[config.mk]
export PLATFORM = sky130hd
export DESIGN_NAME = uxp_port
export DESIGN_NICKNAME = d
export VERILOG_FILES = /design/src/common/uxp_pkg.sv /design/src/hw/uxp_port.sv
export SDC_FILE = /design/constraint.sdc
export NUM_CORES = 1
export LEC_CHECK = 0
export ABC_AREA = 1
export BUFFER_PORTS_ARGS = -buffer_cell sky130_fd_sc_hd__buf_2
export CORE_MARGIN = 1.5
export CORE_UTILIZATION = 50
export CTS_BUF_LIST = sky130_fd_sc_hd__clkbuf_8
export DETAILED_ROUTE_END_ITERATION = 7
export GPL_TIMING_DRIVEN = 0
export PLACE_DENSITY = 0.88
export SETUP_SLACK_MARGIN = 0.3
export SYNTH_ARGS = -nofsm -noshare
export SYNTH_HDL_FRONTEND = slang
export SYNTH_SLANG_ARGS = --single-unit
[constraint.sdc]
create_clock -name CLK -period 3.2 [get_ports CLK]
set_clock_uncertainty 0.1 [all_clocks]
set_input_delay 0.48 -clock CLK [delete_from_list [all_inputs] [get_ports CLK]]
set_output_delay 0.48 -clock CLK [all_outputs]
set_load 0.05 [all_outputs]
[src/common/uxp_pkg.sv]
// Package of constants for the universal I/O expansion port bus logic
package uxp_pkg;
    // Board address window and layout
    localparam logic [11:0] UXP_BASE_ADDR     = 12'h040;
    localparam logic [11:0] UXP_LAST_ADDR     = 12'h05F;
    localparam logic [6:0]  UXP_ADDR_PREFIX   = 7'h02;   // Upper seven bits of address
    localparam int          UXP_ADDR_W        = 12;
    // Latch field positions
    localparam int          UXP_CODE_MSB      = 3;
    localparam int          UXP_CODE_LSB      = 1;
    localparam int          UXP_LEVEL_BIT     = 0;
    // Latch codes
    localparam logic [2:0]  UXP_CODE_UNUSED   = 3'h6;
    localparam logic [2:0]  UXP_CODE_READ     = 3'h7;
    localparam logic [3:0]  UXP_SEL_EVEN      = 4'hE;
    localparam logic [3:0]  UXP_SEL_ODD       = 4'hF;
    // Reset values
    localparam logic [3:0]  UXP_LATCH_RST     = 4'h0;
    localparam logic [5:0]  UXP_OUTS_RST      = 6'h3F;   // All loads off
    localparam logic        UXP_SEL_ODD_RST   = 1'b0;
    // Presence answer: bit 0 low when present, other bits high
    localparam logic [3:0]  UXP_PRESENT_DATA  = 4'hE;
    localparam logic [3:0]  UXP_IDLE_DATA     = 4'h0;
    localparam int          UXP_NUM_OUTS      = 6;
    localparam int          UXP_NUM_INS       = 16;
endpackage : uxp_pkg

[src/hw/uxp_port.sv]
// Bus-side logic of the universal I/O expansion board
`timescale 1ns/1ps
// Operation
// Codes 000-101 select heavy outputs 0-5
// 0xE selects even, 0xF odd inputs
// First read returns selected half, channels 0-7
// Second read returns selected half, channels 8-15
// Each read returns four bits on D3-D0
// Presence read drives data bit 0 low
// Bus reset cycle returns board to initial
// Respond only to addresses 0x040-0x05F
// Input bit is one above threshold
// D0 gives output level; code 110 ignored
module uxp_port (
    input  wire logic                          CLK,                      // 200 MHz clock
    input  wire logic                          RST_N,                    // Sync reset, low
    input  wire logic [uxp_pkg::UXP_ADDR_W-1:0] BUS_ADDR,               // Board address
    input  wire logic [3:0]                    PAL_CODE,                 // Decode configuration
    input  wire logic                          ADDR_JUMPER,              // Address low bit jumper
    input  wire logic                          BUS_WRITE_CYCLE,          // Write strobe
    input  wire logic                          PRESENCE_READ_CYCLE,      // Presence read strobe
    input  wire logic                          LOW_INPUTS_READ_CYCLE,    // Channels 0-7 read
    input  wire logic                          HIGH_INPUTS_READ_CYCLE,   // Channels 8-15 read
    input  wire logic                          GLOBAL_BOARD_RESET_CYCLE, // Bus-wide reset
    input  wire logic [3:0]                    BUS_DATA_IN,              // Write data
    input  wire logic [uxp_pkg::UXP_NUM_INS-1:0] COMPARATOR_IN,         // Comparator outputs
    output logic      [3:0]                    BUS_DATA_OUT,             // Read data
    output logic                               BUS_DATA_OE,              // Data drive enable
    output logic                               HEAVY_OUT_0_N,            // Load 0, low is on
    output logic                               HEAVY_OUT_1_N,            // Load 1, low is on
    output logic                               HEAVY_OUT_2_N,            // Load 2, low is on
    output logic                               HEAVY_OUT_3_N,            // Load 3, low is on
    output logic                               HEAVY_OUT_4_N,            // Load 4, low is on
    output logic                               HEAVY_OUT_5_N,            // Load 5, low is on
    output logic      [3:0]                    CHANNEL_SELECT_LATCH,     // Last latch value
    output logic                               SELECT_ODD                // Odd half selected
);
    import uxp_pkg::*;

    // Address layout seen by this board (12 bits):
    //   bits 11:5 fixed prefix, bits 4:1 decode configuration, bit 0 jumper
    // Latch write layout: D3..D1 code, D0 level or half select
    //   code 000-101  set heavy output 0-5 to the level in D0
    //   code 110      ignored, only the latch keeps it
    //   code 111      read setup, D0 low for even, high for odd channels
    // Read answers, one cycle after the strobe:
    //   presence   D0 low, other bits high
    //   low read   selected half of channels 0-7, lowest channel in D0
    //   high read  selected half of channels 8-15, lowest channel in D0

    // Kind of a latch write
    typedef enum logic [1:0] {
        UXP_KIND_OUT,    // Code selects one heavy output
        UXP_KIND_UNUSED, // Code without a function
        UXP_KIND_SETUP   // Read setup
    } uxp_code_kind_type;

    // Address and cycle decode
    logic                    board_hit;      // Address matches this board
    logic                    addr_in_window; // Address inside the board window
    logic                    board_sel;      // Both address checks pass
    logic                    soft_reset;     // Pin reset or bus reset cycle
    logic                    wr_hit;         // Addressed write cycle
    logic                    rd_presence;    // Addressed presence read
    logic                    rd_low;         // Addressed read of channels 0-7
    logic                    rd_high;        // Addressed read of channels 8-15

    // Fields of the write data
    logic [2:0]              wr_code;        // Latch code field
    uxp_code_kind_type       wr_kind;        // Kind of the write code
    logic                    wr_level;       // Level for the coded output
    logic                    wr_setup;       // Write is a read setup
    logic [UXP_NUM_OUTS-1:0] wr_out_sel;     // One-hot output select

    // Stored state
    logic [UXP_NUM_OUTS-1:0] heavy_out_n;    // Output levels, low is on
    logic                    sel_odd;        // Odd half selected

    // Input groups, selected halves and the next read answer
    logic [7:0]              half_low;       // Channels 0-7
    logic [7:0]              half_high;      // Channels 8-15
    logic [3:0]              nib_low;        // Selected half of channels 0-7
    logic [3:0]              nib_high;       // Selected half of channels 8-15
    logic [3:0]              next_data;      // Read answer for the next cycle
    logic                    next_oe;        // Drive enable for the next cycle

    // Code field of a latch write
    function automatic logic [2:0] uxp_code_of(input logic [3:0] wdata);
        return wdata[UXP_CODE_MSB:UXP_CODE_LSB];
    endfunction

    // True when a latch write carries the given code
    function automatic logic uxp_code_is(input logic [3:0] wdata, input logic [2:0] code);
        return uxp_code_of(wdata) == code;
    endfunction

    // Sort a latch code into its kind; the default branch covers the output codes
    function automatic uxp_code_kind_type uxp_kind_of(input logic [2:0] code);
        uxp_code_kind_type kind;
        case (code)
            UXP_CODE_UNUSED: begin
                kind = UXP_KIND_UNUSED;
            end
            UXP_CODE_READ: begin
                kind = UXP_KIND_SETUP;
            end
            default: begin
                kind = UXP_KIND_OUT;
            end
        endcase
        return kind;
    endfunction

    // Gather one half (even or odd) of an eight-channel group
    function automatic logic [3:0] uxp_pick_half(input logic [7:0] grp, input logic odd);
        logic [3:0] res;
        res = '0;
        for (int i = 0; i < 4; i++) begin
            res[i] = grp[2*i + (odd ? 1 : 0)];
        end
        return res;
    endfunction

    // Address match: fixed prefix, decode configuration bits, jumper bit
    assign board_hit = (BUS_ADDR == {UXP_ADDR_PREFIX, PAL_CODE, ADDR_JUMPER});
    // Window check as a second guard; a wrong prefix cannot leak into other boards
    assign addr_in_window = (BUS_ADDR >= UXP_BASE_ADDR) && (BUS_ADDR <= UXP_LAST_ADDR);
    assign board_sel = board_hit && addr_in_window;

    // Reset by pin or by bus reset cycle; the bus reset ignores the address
    assign soft_reset = !RST_N || GLOBAL_BOARD_RESET_CYCLE;

    // Addressed cycles; priority presence, low, high keeps two strobes from mixing answers
    assign wr_hit      = BUS_WRITE_CYCLE && board_sel;
    assign rd_presence = PRESENCE_READ_CYCLE && board_sel;
    assign rd_low      = LOW_INPUTS_READ_CYCLE && board_sel && !PRESENCE_READ_CYCLE;
    assign rd_high     = HIGH_INPUTS_READ_CYCLE && board_sel
                         && !PRESENCE_READ_CYCLE && !LOW_INPUTS_READ_CYCLE;

    // Fields of the write data
    assign wr_code  = uxp_code_of(BUS_DATA_IN);
    assign wr_kind  = uxp_kind_of(wr_code);
    assign wr_level = BUS_DATA_IN[UXP_LEVEL_BIT];
    assign wr_setup = (wr_kind == UXP_KIND_SETUP);

    // One-hot output select; codes 110 and 111 select no output at all
    for (genvar g = 0; g < UXP_NUM_OUTS; g++) begin : g_sel
        assign wr_out_sel[g] = wr_hit && (wr_kind == UXP_KIND_OUT)
                               && uxp_code_is(BUS_DATA_IN, 3'(g));
    end

    // Comparator level is the channel value, no inversion and no filtering
    // Limitation: comparator outputs must already be synchronous to CLK
    assign half_low  = COMPARATOR_IN[7:0];
    assign half_high = COMPARATOR_IN[15:8];
    assign nib_low   = uxp_pick_half(half_low, sel_odd);
    assign nib_high  = uxp_pick_half(half_high, sel_odd);

    // Latch holds the last write addressed to this board, unused code included
    always_ff @(posedge CLK) begin
        if (soft_reset) begin
            CHANNEL_SELECT_LATCH <= UXP_LATCH_RST;
        end else if (wr_hit) begin
            CHANNEL_SELECT_LATCH <= BUS_DATA_IN;
        end
    end

    // Read selection kept until another read setup, so many reads may follow one setup
    always_ff @(posedge CLK) begin
        if (soft_reset) begin
            sel_odd <= UXP_SEL_ODD_RST;
        end else if (wr_hit && wr_setup) begin
            sel_odd <= (BUS_DATA_IN == UXP_SEL_ODD);
        end
    end

    // Selection flag copied out of its flop
    assign SELECT_ODD = sel_odd;

    // One flop per load; only the selected output changes, the others keep their level
    for (genvar g = 0; g < UXP_NUM_OUTS; g++) begin : g_outs
        always_ff @(posedge CLK) begin
            if (soft_reset) begin
                heavy_out_n[g] <= UXP_OUTS_RST[g];
            end else if (wr_out_sel[g]) begin
                heavy_out_n[g] <= wr_level;
            end
        end
    end

    // Flops drive the load pins directly
    assign HEAVY_OUT_0_N = heavy_out_n[0];
    assign HEAVY_OUT_1_N = heavy_out_n[1];
    assign HEAVY_OUT_2_N = heavy_out_n[2];
    assign HEAVY_OUT_3_N = heavy_out_n[3];
    assign HEAVY_OUT_4_N = heavy_out_n[4];
    assign HEAVY_OUT_5_N = heavy_out_n[5];

    // Next read answer; idle bus shows zero with the drive enable off
    // Registering the answer costs one cycle but keeps the data pins glitch-free
    always_comb begin
        next_data = UXP_IDLE_DATA;
        next_oe   = 1'b0;
        if (rd_presence) begin
            next_data = UXP_PRESENT_DATA;
            next_oe   = 1'b1;
        end else if (rd_low) begin
            next_data = nib_low;
            next_oe   = 1'b1;
        end else if (rd_high) begin
            next_data = nib_high;
            next_oe   = 1'b1;
        end
    end

    // Read answer registered one cycle after the strobe; drive only while addressed
    always_ff @(posedge CLK) begin
        if (soft_reset) begin
            BUS_DATA_OUT <= UXP_IDLE_DATA;
            BUS_DATA_OE  <= 1'b0;
        end else begin
            BUS_DATA_OUT <= next_data;
            BUS_DATA_OE  <= next_oe;
        end
    end
endmodule // uxp_port

== Yosys cells after proc, flatten, opt, wreduce, memory -nomap -nowiden ==
Index checks and enable logic that the tools add are counted.
Word-level totals
  bits in registers: 16
  input bits: 44
  logic and storage cells: 86
  output and inout bits: 16
Cells by class
  eq/ne operators: 10
  magnitude comparators: 6
  add/sub/neg operators: 3
  mux-type cells: 32
  reductions and logical operators: 24
Operator list (number)
  less-than comparator 32 x 5 -> 1 bit (second input constant): 3
  adder 3 x 32 -> 32 bit (first input constant): 1
  adder 4 x 32 -> 32 bit (first input constant): 1
  binary-select mux 1 bit (select 3 bit): 8
  2-to-1 mux 1 bit: 20
  logical AND 1 bit: 17
  == test 12 x 7 -> 1 bit: 1
  == test 3 bit (second input constant): 4
  >= comparator 12 x 7 -> 1 bit (second input constant): 1
  less-or-equal comparator 12 x 7 -> 1 bit (second input constant): 1
  2-to-1 mux 4 bit: 3
  == test 3 x 2 -> 1 bit (second input constant): 2
  adder 3 x 1 -> 4 bit (first input constant): 1
  == test 4 bit (second input constant): 1
  less-than comparator 4 bit (second input constant): 1
  one-hot mux 2 bit (2 select lines): 1
  == test 3 x 1 -> 1 bit (second input constant): 1
  logical NOT 1 bit: 3
  logical NOT 3 bit: 1
  == test 2 bit (second input constant): 1
  logical NOT 2 bit: 1
  OR reduction 2 bit: 1
  logical OR 1 bit: 1

== Depth between registers and ports, before layout ==
Gate-level depths: netlist of the first run.
  depth in word-level cells: 9
  mapped depth: 11
  gate-level depth less buffers: 11

== Worst setup path before layout of the first run ==
No wires, ideal clock.
  path type: register to register
  from: register sel_odd (netlist: SELECT_ODD)
  to: register BUS_DATA_OUT[1]
  library setup time: 0.109 ns
  data arrival time: 1.394 ns
  path slack: 1.597 ns
  data required time: 2.991 ns
  stages on the path, launching flop included: 9
  period minus slack after synthesis: 1.603 ns
  buffers on the path: 1
  cells stage by stage: dfxtp_1 buf_2 clkinv_1 nand2_1 nand2_1 nand3_1 nand3_1 nand2_1 inv_1
On the way
  longest elaborated chain between the ends: 8
  elaborated cells between the ends (all ways): 11
  those cells by class: 1 x add/sub; 10 x mux
RTL lines
  start, declared: RTL line uxp_port.sv:77  | logic sel_odd;
  start signal, assigned: RTL line uxp_port.sv:173  | sel_odd <= (BUS_DATA_IN == UXP_SEL_ODD);
  2-to-1 mux 1 bit *: RTL line uxp_port.sv:119  | res[i] = grp[2*i + (odd ? 1 : 0)];
  adder 3 x 32 -> 32 bit *: RTL line uxp_port.sv:119
  binary-select mux 1 bit (select 3 bit): RTL line uxp_port.sv:119
  2-to-1 mux 1 bit (2 in series): RTL line uxp_port.sv:119
  2-to-1 mux 4 bit: RTL line uxp_port.sv:210  | end else if (rd_high) begin
  2-to-1 mux 4 bit *: RTL line uxp_port.sv:207  | end else if (rd_low) begin
  2-to-1 mux 4 bit *: RTL line uxp_port.sv:204  | if (rd_presence) begin
  end signal, assigned: RTL line uxp_port.sv:222  | BUS_DATA_OUT <= next_data;
  end, declared: RTL line uxp_port.sv:27  | output logic [3:0] BUS_DATA_OUT,
Mark *: on every way between the ends. The rest lies on a longest branch, timed or not. The select of a mux whose other input is x is not followed.
A chain may end at the register's enable or synchronous reset.

== Final worst setup path of the first run ==
  from: input port BUS_ADDR[9] (netlist name)
  to: register heavy_out_n[1] (netlist: HEAVY_OUT_1_N)
On the way
  longest elaborated chain between the ends: 6
  elaborated cells between the ends (all ways): 8
  those cells by class: 2 x order compare; 1 x eq/ne; 5 x reduce/logical
RTL lines
  start, declared: RTL line uxp_port.sv:17  | input wire logic [uxp_pkg::UXP_ADDR_W-1:0] BUS_ADDR,
  >= comparator 12 x 7 -> 1 bit or less-or-equal comparator 12 x 7 -> 1 bit (tied branches): RTL line uxp_port.sv:127  | assign addr_in_window = (BUS_ADDR >= UXP_BASE_ADDR) && (BUS_ADDR <= UXP_LAST_ADDR);
  logical AND 1 bit: RTL line uxp_port.sv:127
  logical AND 1 bit *: RTL line uxp_port.sv:128  | assign board_sel = board_hit && addr_in_window;
  logical AND 1 bit *: RTL line uxp_port.sv:134  | assign wr_hit = BUS_WRITE_CYCLE && board_sel;
  logical AND 1 bit *: RTL line uxp_port.sv:148  | assign wr_out_sel[g] = wr_hit && (wr_kind == UXP_KIND_OUT)
  logical AND 1 bit *: RTL line uxp_port.sv:149  | && uxp_code_is(BUS_DATA_IN, 3'(g));
  end signal, assigned by index: RTL line uxp_port.sv:184  | heavy_out_n[g] <= UXP_OUTS_RST[g];
  end signal, assigned by index: RTL line uxp_port.sv:186  | heavy_out_n[g] <= wr_level;
  end, declared: RTL line uxp_port.sv:76  | logic [UXP_NUM_OUTS-1:0] heavy_out_n;
Mark *: on every way between the ends. The rest lies on a longest branch, timed or not.

==> impl_metrics.ini, run 1 <==
[placement]
pre_cts_slack_ns = 1.46
place_hpwl_um = 2010
gp_congestion = 0.853
dpl.cell_count = 275
portBuffers = 54

[cts]
holdBufCountCts = 0
cts.clk_slew.worst_paths_ns = 0.06
clockBufferDepth = 2
root_buffer = clkbuf_8
cts_tree = built
post_cts_buffers = 0
cts_resized = 0
clk_latency_ns = 0.25
cts_max_level = 1
cts_made_buffers = 3
cts_sinks = 16

[floorplanning]
initial_utilization_pct = 52.1
rows = 17
die_h_um = 50.8
die_area_um2 = 2580
die_w_um = 50.8
num_io_pins = 60
core_um2 = 2190

[worst_setup_path]
criticalPathCategory = in2reg
endpoint_kind = flip-flop
arrival_ns = 1.52
cp.required_ns = 3.24
path_max_fanout = 7
cp-start-kind = input port

[sta]
max_freq_mhz = 679
relSlewSlack_pct = 70.4
period_minus_slack_ns = 1.47
finalMaxSlewViolations = 0
rsz0062_at_grt = no
hold_viol = 0
worstMarginPinSlew_ns = 0.443
fin_ws_ns = 1.73
setup_viol = 0
finalSetupTns_ns = 0
period_share_pct = 46.0

[route]
totalWireLength_um = 2620
dr.pass1.iters = 4
drt-initial-drc-count = 31
post_drt_wl_per_cell_um = 9.40
drc_errors = 0
vias = 1339
viasPerCell = 4.80
ant_nets = 0

[synth]
synth_edf_count = 0
async_flop_share_pct = 0
yosysUniqueCellTypes = 25
synthFlopType = dfxtp_1
synth-seq-cells = 16
seq_area_frac_synth_pct = 28.1
syn_area_um2 = 1140
ys_warn_count = 0
synth_area_leaders = dfxtp_1 28%, nand2_1 23%, nand3_1 11%
synth_top_area_share_pct = 28.1
syn_area_per_cell_um2 = 5.91
synth_nets = 237
synth.cells.most_frequent = 70 x nand2_1, 26 x nand3_1, 25 x inv_1
syn_inst = 193
yosysMostFrequentCell = nand2_1
synth.largest_area_cell = dfxtp_1

[job]
maxCapViolCount = 0

[layout]
syn_to_final_growth_pct = 31.6
drive_gt1_share_pct = 27.9
fillers = 209
finalNetCount = 296
postLayoutCoreUtil_pct = 68.5
final_cells = 279
antenna-diode-count = 0

[hold_path]
min_path_type = reg2reg

[global_route]
grt_pass1_vias = 1125
antenna_found_initial = 0
grt_max_degree = 11
gr-total-overflow = 0
track_usage_pct = 21.2
grt_pass1_wl_um = 4240

[power_and_ir_drop]
p_per_area_nw_per_um2 = 304
ir_drop_mv = 0.334
leakage_nw = 0.876
p_total_w = 0.000457

[status]
status = complete, no violations
==> final timing paths <==
path	cells after the start	endpoint	slack, ns	start
hold reg to reg	2	HEAVY_OUT_1_N$_SDFFE_PP1P_	0.36	HEAVY_OUT_1_N$_SDFFE_PP1P_
setup reg to reg	8	BUS_DATA_OUT[1]$_SDFF_PP0_	1.76	SELECT_ODD$_SDFFE_PP0P_
setup / recovery	11	HEAVY_OUT_1_N$_SDFFE_PP1P_	1.73	BUS_ADDR[9]
hold / removal	2	HEAVY_OUT_1_N$_SDFFE_PP1P_	0.36	HEAVY_OUT_1_N$_SDFFE_PP1P_
==> per-stage QoR <==
| step | hold WS (ns) | cell area, µm² |
|---|---|---|
| 2_1_floorplan | 0.540 | 1140 |
| 3_3_place_gp | 0.339 | 1450 |
| 3_5_place_dp | 0.343 | 1450 |
| 4_1_cts | 0.358 | 1500 |
| 5_1_grt | 0.388 | 1500 |
| 6_report | 0.358 | 1500 |
==> cell type report <==
class | count | area (µm²) | area share, %
tap | 28 | 35.0 | 2.33
sequential | 16 | 320 | 21.3
inverter | 27 | 103 | 6.83
clock buffer | 4 | 55.1 | 3.67
timing repair buffer | 54 | 270 | 18.0
multi-input combinational | 142 | 643 | 42.8
buffer | 8 | 75.1 | 5.00
==> flip-flops by register name, indices dropped and copies added, names as in the netlist <==
name	count
BUS_DATA_OE	1
BUS_DATA_OUT	4
CHANNEL_SELECT_LATCH	4
HEAVY_OUT_0_N	1
HEAVY_OUT_1_N	1
HEAVY_OUT_2_N	1
HEAVY_OUT_3_N	1
HEAVY_OUT_4_N	1
HEAVY_OUT_5_N	1
SELECT_ODD	1
==> logic make-up (layout without fill, tap and decap cells) <==
family / count (synthesis) / count (layout) / share of synthesized area, %
XOR/XNOR: 2 / 2 / 1.54
buffers and inverters: 35 / 93 / 15.6
AND/OR/NAND/NOR: 135 / 135 / 52.6
AO/OA/AOI/OAI: 5 / 5 / 2.19
flip-flops: 16 / 16 / 28.1
==> worst max-delay path, cell delays in order <==
cell and delay, ns:
buf_2 0.09, inv_1 0.06, nand2_1 0.05, nor2_1 0.14, nand3_1 0.11, nor2_2 0.17
nand2_2 0.13, clkinv_2 0.12, nand2_1 0.06, nand2_1 0.06, nand3_1 0.06
==> routing by layer <==
| layer | GRT usage (%) | vias up | routed length [µm] |
|---|---|---|---|
| met5 | 0 | - | 0 |
| met2 | 39.9 | 53 | 1260 |
| met3 | 5.36 | 4 | 216 |
| met4 | 6.31 | 0 | 23 |
| met1 | 23.0 | 565 | 1120 |
| li1 | - | 717 | - |
==> power by group <==
part / leakage [nW] / switching (W) / internal, W
registers: 0.129 / 0.00000000371 / 0.000199
clock network: 0.0288 / 0.0000711 / 0.000109
logic: 0.718 / 0.0000416 / 0.0000361
==> cells in the final DEF, fill, tap and decap left out, drive strengths merged <==
| cell | synthesis | final |
|---|---|---|
| buf | 6 | 60 |
| a21oi | 4 | 4 |
| nor3 | 4 | 4 |
| nand3b | 1 | 1 |
| o21ai | 1 | 1 |
| nand3 | 26 | 26 |
| clkbuf | 2 | 6 |
| nand2 | 71 | 71 |
| nor4 | 1 | 1 |
| nand4 | 6 | 6 |
| nor3b | 1 | 1 |
| clkinv | 2 | 2 |
| nor2 | 25 | 25 |
| xor2 | 1 | 1 |
| xnor2 | 1 | 1 |
| dfxtp | 16 | 16 |
| inv | 25 | 25 |
Note: power is estimated with default switching activity, not from simulation.
==> inputs of run 2 (changes only) <==
- CORE_UTILIZATION: 50 -> 42
- PLACE_DENSITY: 0.88 -> 0.78
- clock period: 3.2 -> 1.26 ns (I/O delays scaled with it)
==> impl_metrics.ini, run 2 (same netlist as run 1, synthesis figures left out) <==
[sta]
setup_viol = 0
period_minus_slack_ns = 1.20
finalSetupTns_ns = 0
relSlewSlack_pct = 60.9
rsz0062_at_grt = yes
hold_viol = 0
period_share_pct = 95.0
finalMaxSlewViolations = 0
max_freq_mhz = 836
worstMarginPinSlew_ns = 0.585

[placement]
gp_congestion = 0.810
place_hpwl_um = 2070
portBuffers = 54

[floorplanning]
rows = 18
die_w_um = 55.1
die_area_um2 = 3040
num_io_pins = 60
die_h_um = 55.1
initial_utilization_pct = 45.2
core_um2 = 2520

[layout]
syn_to_final_growth_pct = 87.9
postLayoutCoreUtil_pct = 85.0
finalNetCount = 305
layout_common_cells = 44 x nand2_1, 27 x buf_2, 21 x nand3_1, 19 x nand2_2
reg_top3 = BUS_DATA_OUT (4), CHANNEL_SELECT_LATCH (4)
final_common_cell = nand2_1
drive_gt1_share_pct = 58.1
antenna-diode-count = 0

[cts]
cts_max_level = 1
cts_tree = built
cts_sinks = 16
cts.clk_slew.worst_paths_ns = 0.07
root_buffer = clkbuf_8
clk_latency_ns = 0.26
clockBufferDepth = 2
cts_made_buffers = 3

[global_route]
gr-total-overflow = 0
grt_pass1_vias = 1193
met3_usage_pct = 6.45
grt_pass1_wl_um = 4780
grt_max_degree = 11
grt.busiest_layer = met2
use_met1_pct = 24.0
track_usage_pct = 22.1
met2_usage_pct = 41.3
antenna_found_initial = 0

[worst_setup_path]
cp_slowest_stage_delay_ns = 0.19
r2r-end = BUS_DATA_OUT[3]$_SDFF_PP0_
cp-start-kind = input port
endpoint_kind = flip-flop
timing.rr.start = SELECT_ODD$_SDFFE_PP0P_
criticalPathCategory = in2reg
path_max_fanout = 7
cp.required_ns = 1.30
worstRegToRegCells = 8
r2r_setup_slack_ns = 0.08
worst_path_max_delay_cell = nor2_4
path_delay_family = simple AND/OR/NAND/NOR gates
path_buf_inv = 3
arrival_ns = 1.24
crit_chain = buf_12 -> inv_8 -> nand2_4 -> nand2_4 -> nor2_4 -> nand2_2 -> nor2_4 -> nand2_4 -> clkinv_4 -> nand2_1 -> nand2_1 -> nand3_1
crit_path_frequent_cell = nand2_4

[route]
post_drt_wl_per_cell_um = 13.7
drc_errors = 0
totalWireLength_um = 3980
dr.pass1.iters = 4
viasPerCell = 5.19
drt-initial-drc-count = 32
ant_nets = 0
vias = 1505

[hold_path]
hold_end = CHANNEL_SELECT_LATCH[1]$_SDFFE_PP0P_
hp-start = BUS_DATA_IN[1]
min_path_cells = 3
min_path_type = in2reg

[power_and_ir_drop]
p_per_area_nw_per_um2 = 609
ir_drop_mv = 0.724
leakage_nw = 1.06

[status]
status = complete, no violations

[job]
maxCapViolCount = 0
## run 2: final cells by class
cell class | instances | area [µm²]
repair buffers | 62 | 594
flip-flops and latches | 16 | 343
multi-input cells | 142 | 875
plain buffers | 8 | 85.1
inverters | 27 | 146
fillers | 147 | 378
well taps | 30 | 37.5
repair inverters | 1 | 8.76
clock buffers | 4 | 55.1
## run 2: per-stage QoR
stage | worst slack [ns] | std cells | area, µm² | hold WS (ns) | total power, W
finish | 0.0634 | 290 | 2140 | 0.104 | 0.00131
global route | -0.00000300 | 290 | 2140 | 0.109 | 0.00135
CTS | 0.150 | 288 | 1890 | 0.0917 | 0.00124
detailed placement | -0.196 | 277 | 1520 | 0.341 | 0.000730
global placement | -0.201 | 277 | 1520 | 0.341 | 0.000728
floorplan | 0.0743 | 193 | 1210 | 0.244 | 0.000636
## run 2: worst register-to-register path: stages, from the launching register on
cell	delay (ns)
dfxtp_4	0.37
buf_8	0.14
clkinv_8	0.07
nand2_2	0.05
nand2_1	0.06
nand3_1	0.10
nand3_1	0.09
nand2_1	0.07
inv_1	0.04
## run 2: how the worst max path moves through the flow
stage	cells past startpoint	startpoint	to	slack, ns
floorplan	11	BUS_ADDR[1]	HEAVY_OUT_0_N$_SDFFE_PP1P_	0.07
global placement	12	BUS_ADDR[0]	HEAVY_OUT_0_N$_SDFFE_PP1P_	-0.20
detailed placement	12	BUS_ADDR[0]	HEAVY_OUT_0_N$_SDFFE_PP1P_	-0.20
CTS	11	BUS_ADDR[11]	SELECT_ODD$_SDFFE_PP0P_	0.15
global route	10	ADDR_JUMPER	SELECT_ODD$_SDFFE_PP0P_	-0.000003
finish	12	PAL_CODE[0]	HEAVY_OUT_0_N$_SDFFE_PP1P_	0.06
## run 2: layer usage
layer	routed length (µm)	vias to the layer above	share of wire [%]
met4	76	0	1.9
met5	0	-	0
li1	-	740	-
met2	2130	75	53
met3	342	8	8.6
met1	1440	682	36
## run 2: what timing repair did
item                                    CTS  global route
setup buffers                             4             2
gates cloned                              3             0
pin swaps                                21            34
hold buffers                              0             0
resized for setup                        89            63
endpoints found under the setup margin   32            32
## run 2: power by group
group          leakage [nW]  switching (W)  internal [W]
sequential            0.132   0.0000000216      0.000503
clock                0.0288       0.000194      0.000278
combinational         0.897       0.000173      0.000158
==> inputs of run 3 (changes only) <==
- PLACE_DENSITY: 0.78 -> 0.83
==> impl_metrics.ini, run 3 (same netlist as run 1, synthesis figures left out) <==
[sta]
finalSetupTns_ns = 0
hold_slack_ns = 0.0977
period_share_pct = 91.6
finalMaxSlewViolations = 0
setup_viol = 0
rsz0062_at_grt = yes
period_minus_slack_ns = 1.15
max_freq_mhz = 867
relSlewSlack_pct = 61.1
worstMarginPinSlew_ns = 0.583
hold_viol = 0
fin_ws_ns = 0.106

[route]
ant_nets = 0
viasPerCell = 5.03
drc_errors = 0
post_drt_wl_per_cell_um = 12.2
drt-initial-drc-count = 25
dr.pass1.iters = 4
vias = 1455
totalWireLength_um = 3530

[layout]
multi_input_area_um2 = 808
regArea_um2 = 343
layout_common_cells = 51 x nand2_1, 27 x buf_2, 23 x nand3_1, 18 x buf_8
final_area_um2 = 2060
final_common_cell = nand2_1
syn_to_final_growth_pct = 80.3
antenna-diode-count = 0
finalNetCount = 304
reg_top3 = BUS_DATA_OUT (4), CHANNEL_SELECT_LATCH (4)
fillers = 171
drive_gt1_share_pct = 53.3

[cts]
root_buffer = clkbuf_8
holdBufCountCts = 0
clockBufferDepth = 2
clk_latency_ns = 0.25
cts_sinks = 16
cts_made_buffers = 3
cts_max_level = 1
cts_tree = built
cts.clk_slew.worst_paths_ns = 0.06

[placement]
place_hpwl_um = 2160
portBuffers = 54
pre_cts_slack_ns = -0.192
placed_area_um2 = 1520
gp_congestion = 0.798

[worst_setup_path]
criticalPathCategory = in2reg
path_max_fanout = 7
arrival_ns = 1.19
cp_slowest_stage_delay_ns = 0.18
cp.required_ns = 1.29
cp-start-kind = input port
worst_path_max_delay_cell = xnor2_4
crit_chain = buf_4 -> xnor2_4 -> nand3_2 -> nor2_4 -> nand2_4 -> clkinv_4 -> nand2_2 -> nand2_1 -> nand3_1
endpoint_kind = flip-flop

[job]
maxCapViolCount = 0

[power_and_ir_drop]
p_total_w = 0.00127
p_per_area_nw_per_um2 = 617
leakage_nw = 1.05
ir_drop_mv = 0.983

[global_route]
grt_pass1_wl_um = 4980
track_usage_pct = 23.0
grt_pass1_vias = 1248
antenna_found_initial = 0
gr-total-overflow = 0
grt_max_degree = 11

[floorplanning]
rows = 18
die_area_um2 = 3040
die_w_um = 55.1
die_h_um = 55.1
num_io_pins = 60
core_um2 = 2520
initial_utilization_pct = 45.2

[status]
status = complete, no violations

[hold_path]
min_path_type = in2reg
run 3: changes by cell type in the layout (fill, tap and decap cells not counted), sizes merged:
cell,before,now
buf,68,67
run 3: final cells by class:
| cell class | count | area share [%] |
|---|---|---|
| timing repair buffer | 61 | 27.7 |
| timing repair inverter | 1 | 0.426 |
| sequential | 16 | 16.7 |
| buffer | 8 | 4.14 |
| clock buffer | 4 | 2.68 |
| inverter | 27 | 7.24 |
| tap | 30 | 1.82 |
| multi-input combinational | 142 | 39.3 |
run 3: path summary, 6_finish.rpt:
check,startpoint,end,slack [ns],cells past startpoint
max,PAL_CODE[2],HEAVY_OUT_0_N$_SDFFE_PP1P_,0.11,9
min,BUS_DATA_IN[1],CHANNEL_SELECT_LATCH[1]$_SDFFE_PP0P_,0.1,3
max reg2reg,SELECT_ODD$_SDFFE_PP0P_,BUS_DATA_OUT[2]$_SDFF_PP0_,0.14,8
min reg2reg,HEAVY_OUT_3_N$_SDFFE_PP1P_,HEAVY_OUT_3_N$_SDFFE_PP1P_,0.36,2
run 3: critical path: cells and delay by family:
family	cells	cell delay, ns
and+or+nand+nor	6	0.58
buffers and inverters	2	0.23
xor gates and xnor gates	1	0.18
run 3: repair_timing:
item | CTS | global route
buffers inserted | 3 | 2
setup endpoints to repair | 31 | 32
gates resized for setup | 76 | 55
pin swaps | 14 | 22
cloned | 3 | 0
run 3: power breakdown:
| part | switching [W] | internal, W |
|---|---|---|
| logic | 0.000156 | 0.000152 |
| clock network | 0.000180 | 0.000277 |
| registers | 0.0000000208 | 0.000503 |
run 3: through the flow:
| stage | std cells | util, % |
|---|---|---|
| floorplan | 193 | - |
| global placement | 277 | 60.2 |
| detailed placement | 277 | 60.2 |
| CTS | 287 | 73.2 |
| global route | 289 | 81.5 |
| finish | 289 | 81.5 |
run 3: routing by layer:
layer | vias to the layer above | routed length [µm] | GRT usage (%)
met2 | 71 | 1930 | 44.8
met4 | 0 | 36 | 6.91
met5 | - | 0 | 0
met1 | 643 | 1280 | 23.6
li1 | 735 | - | -
met3 | 6 | 291 | 6.18
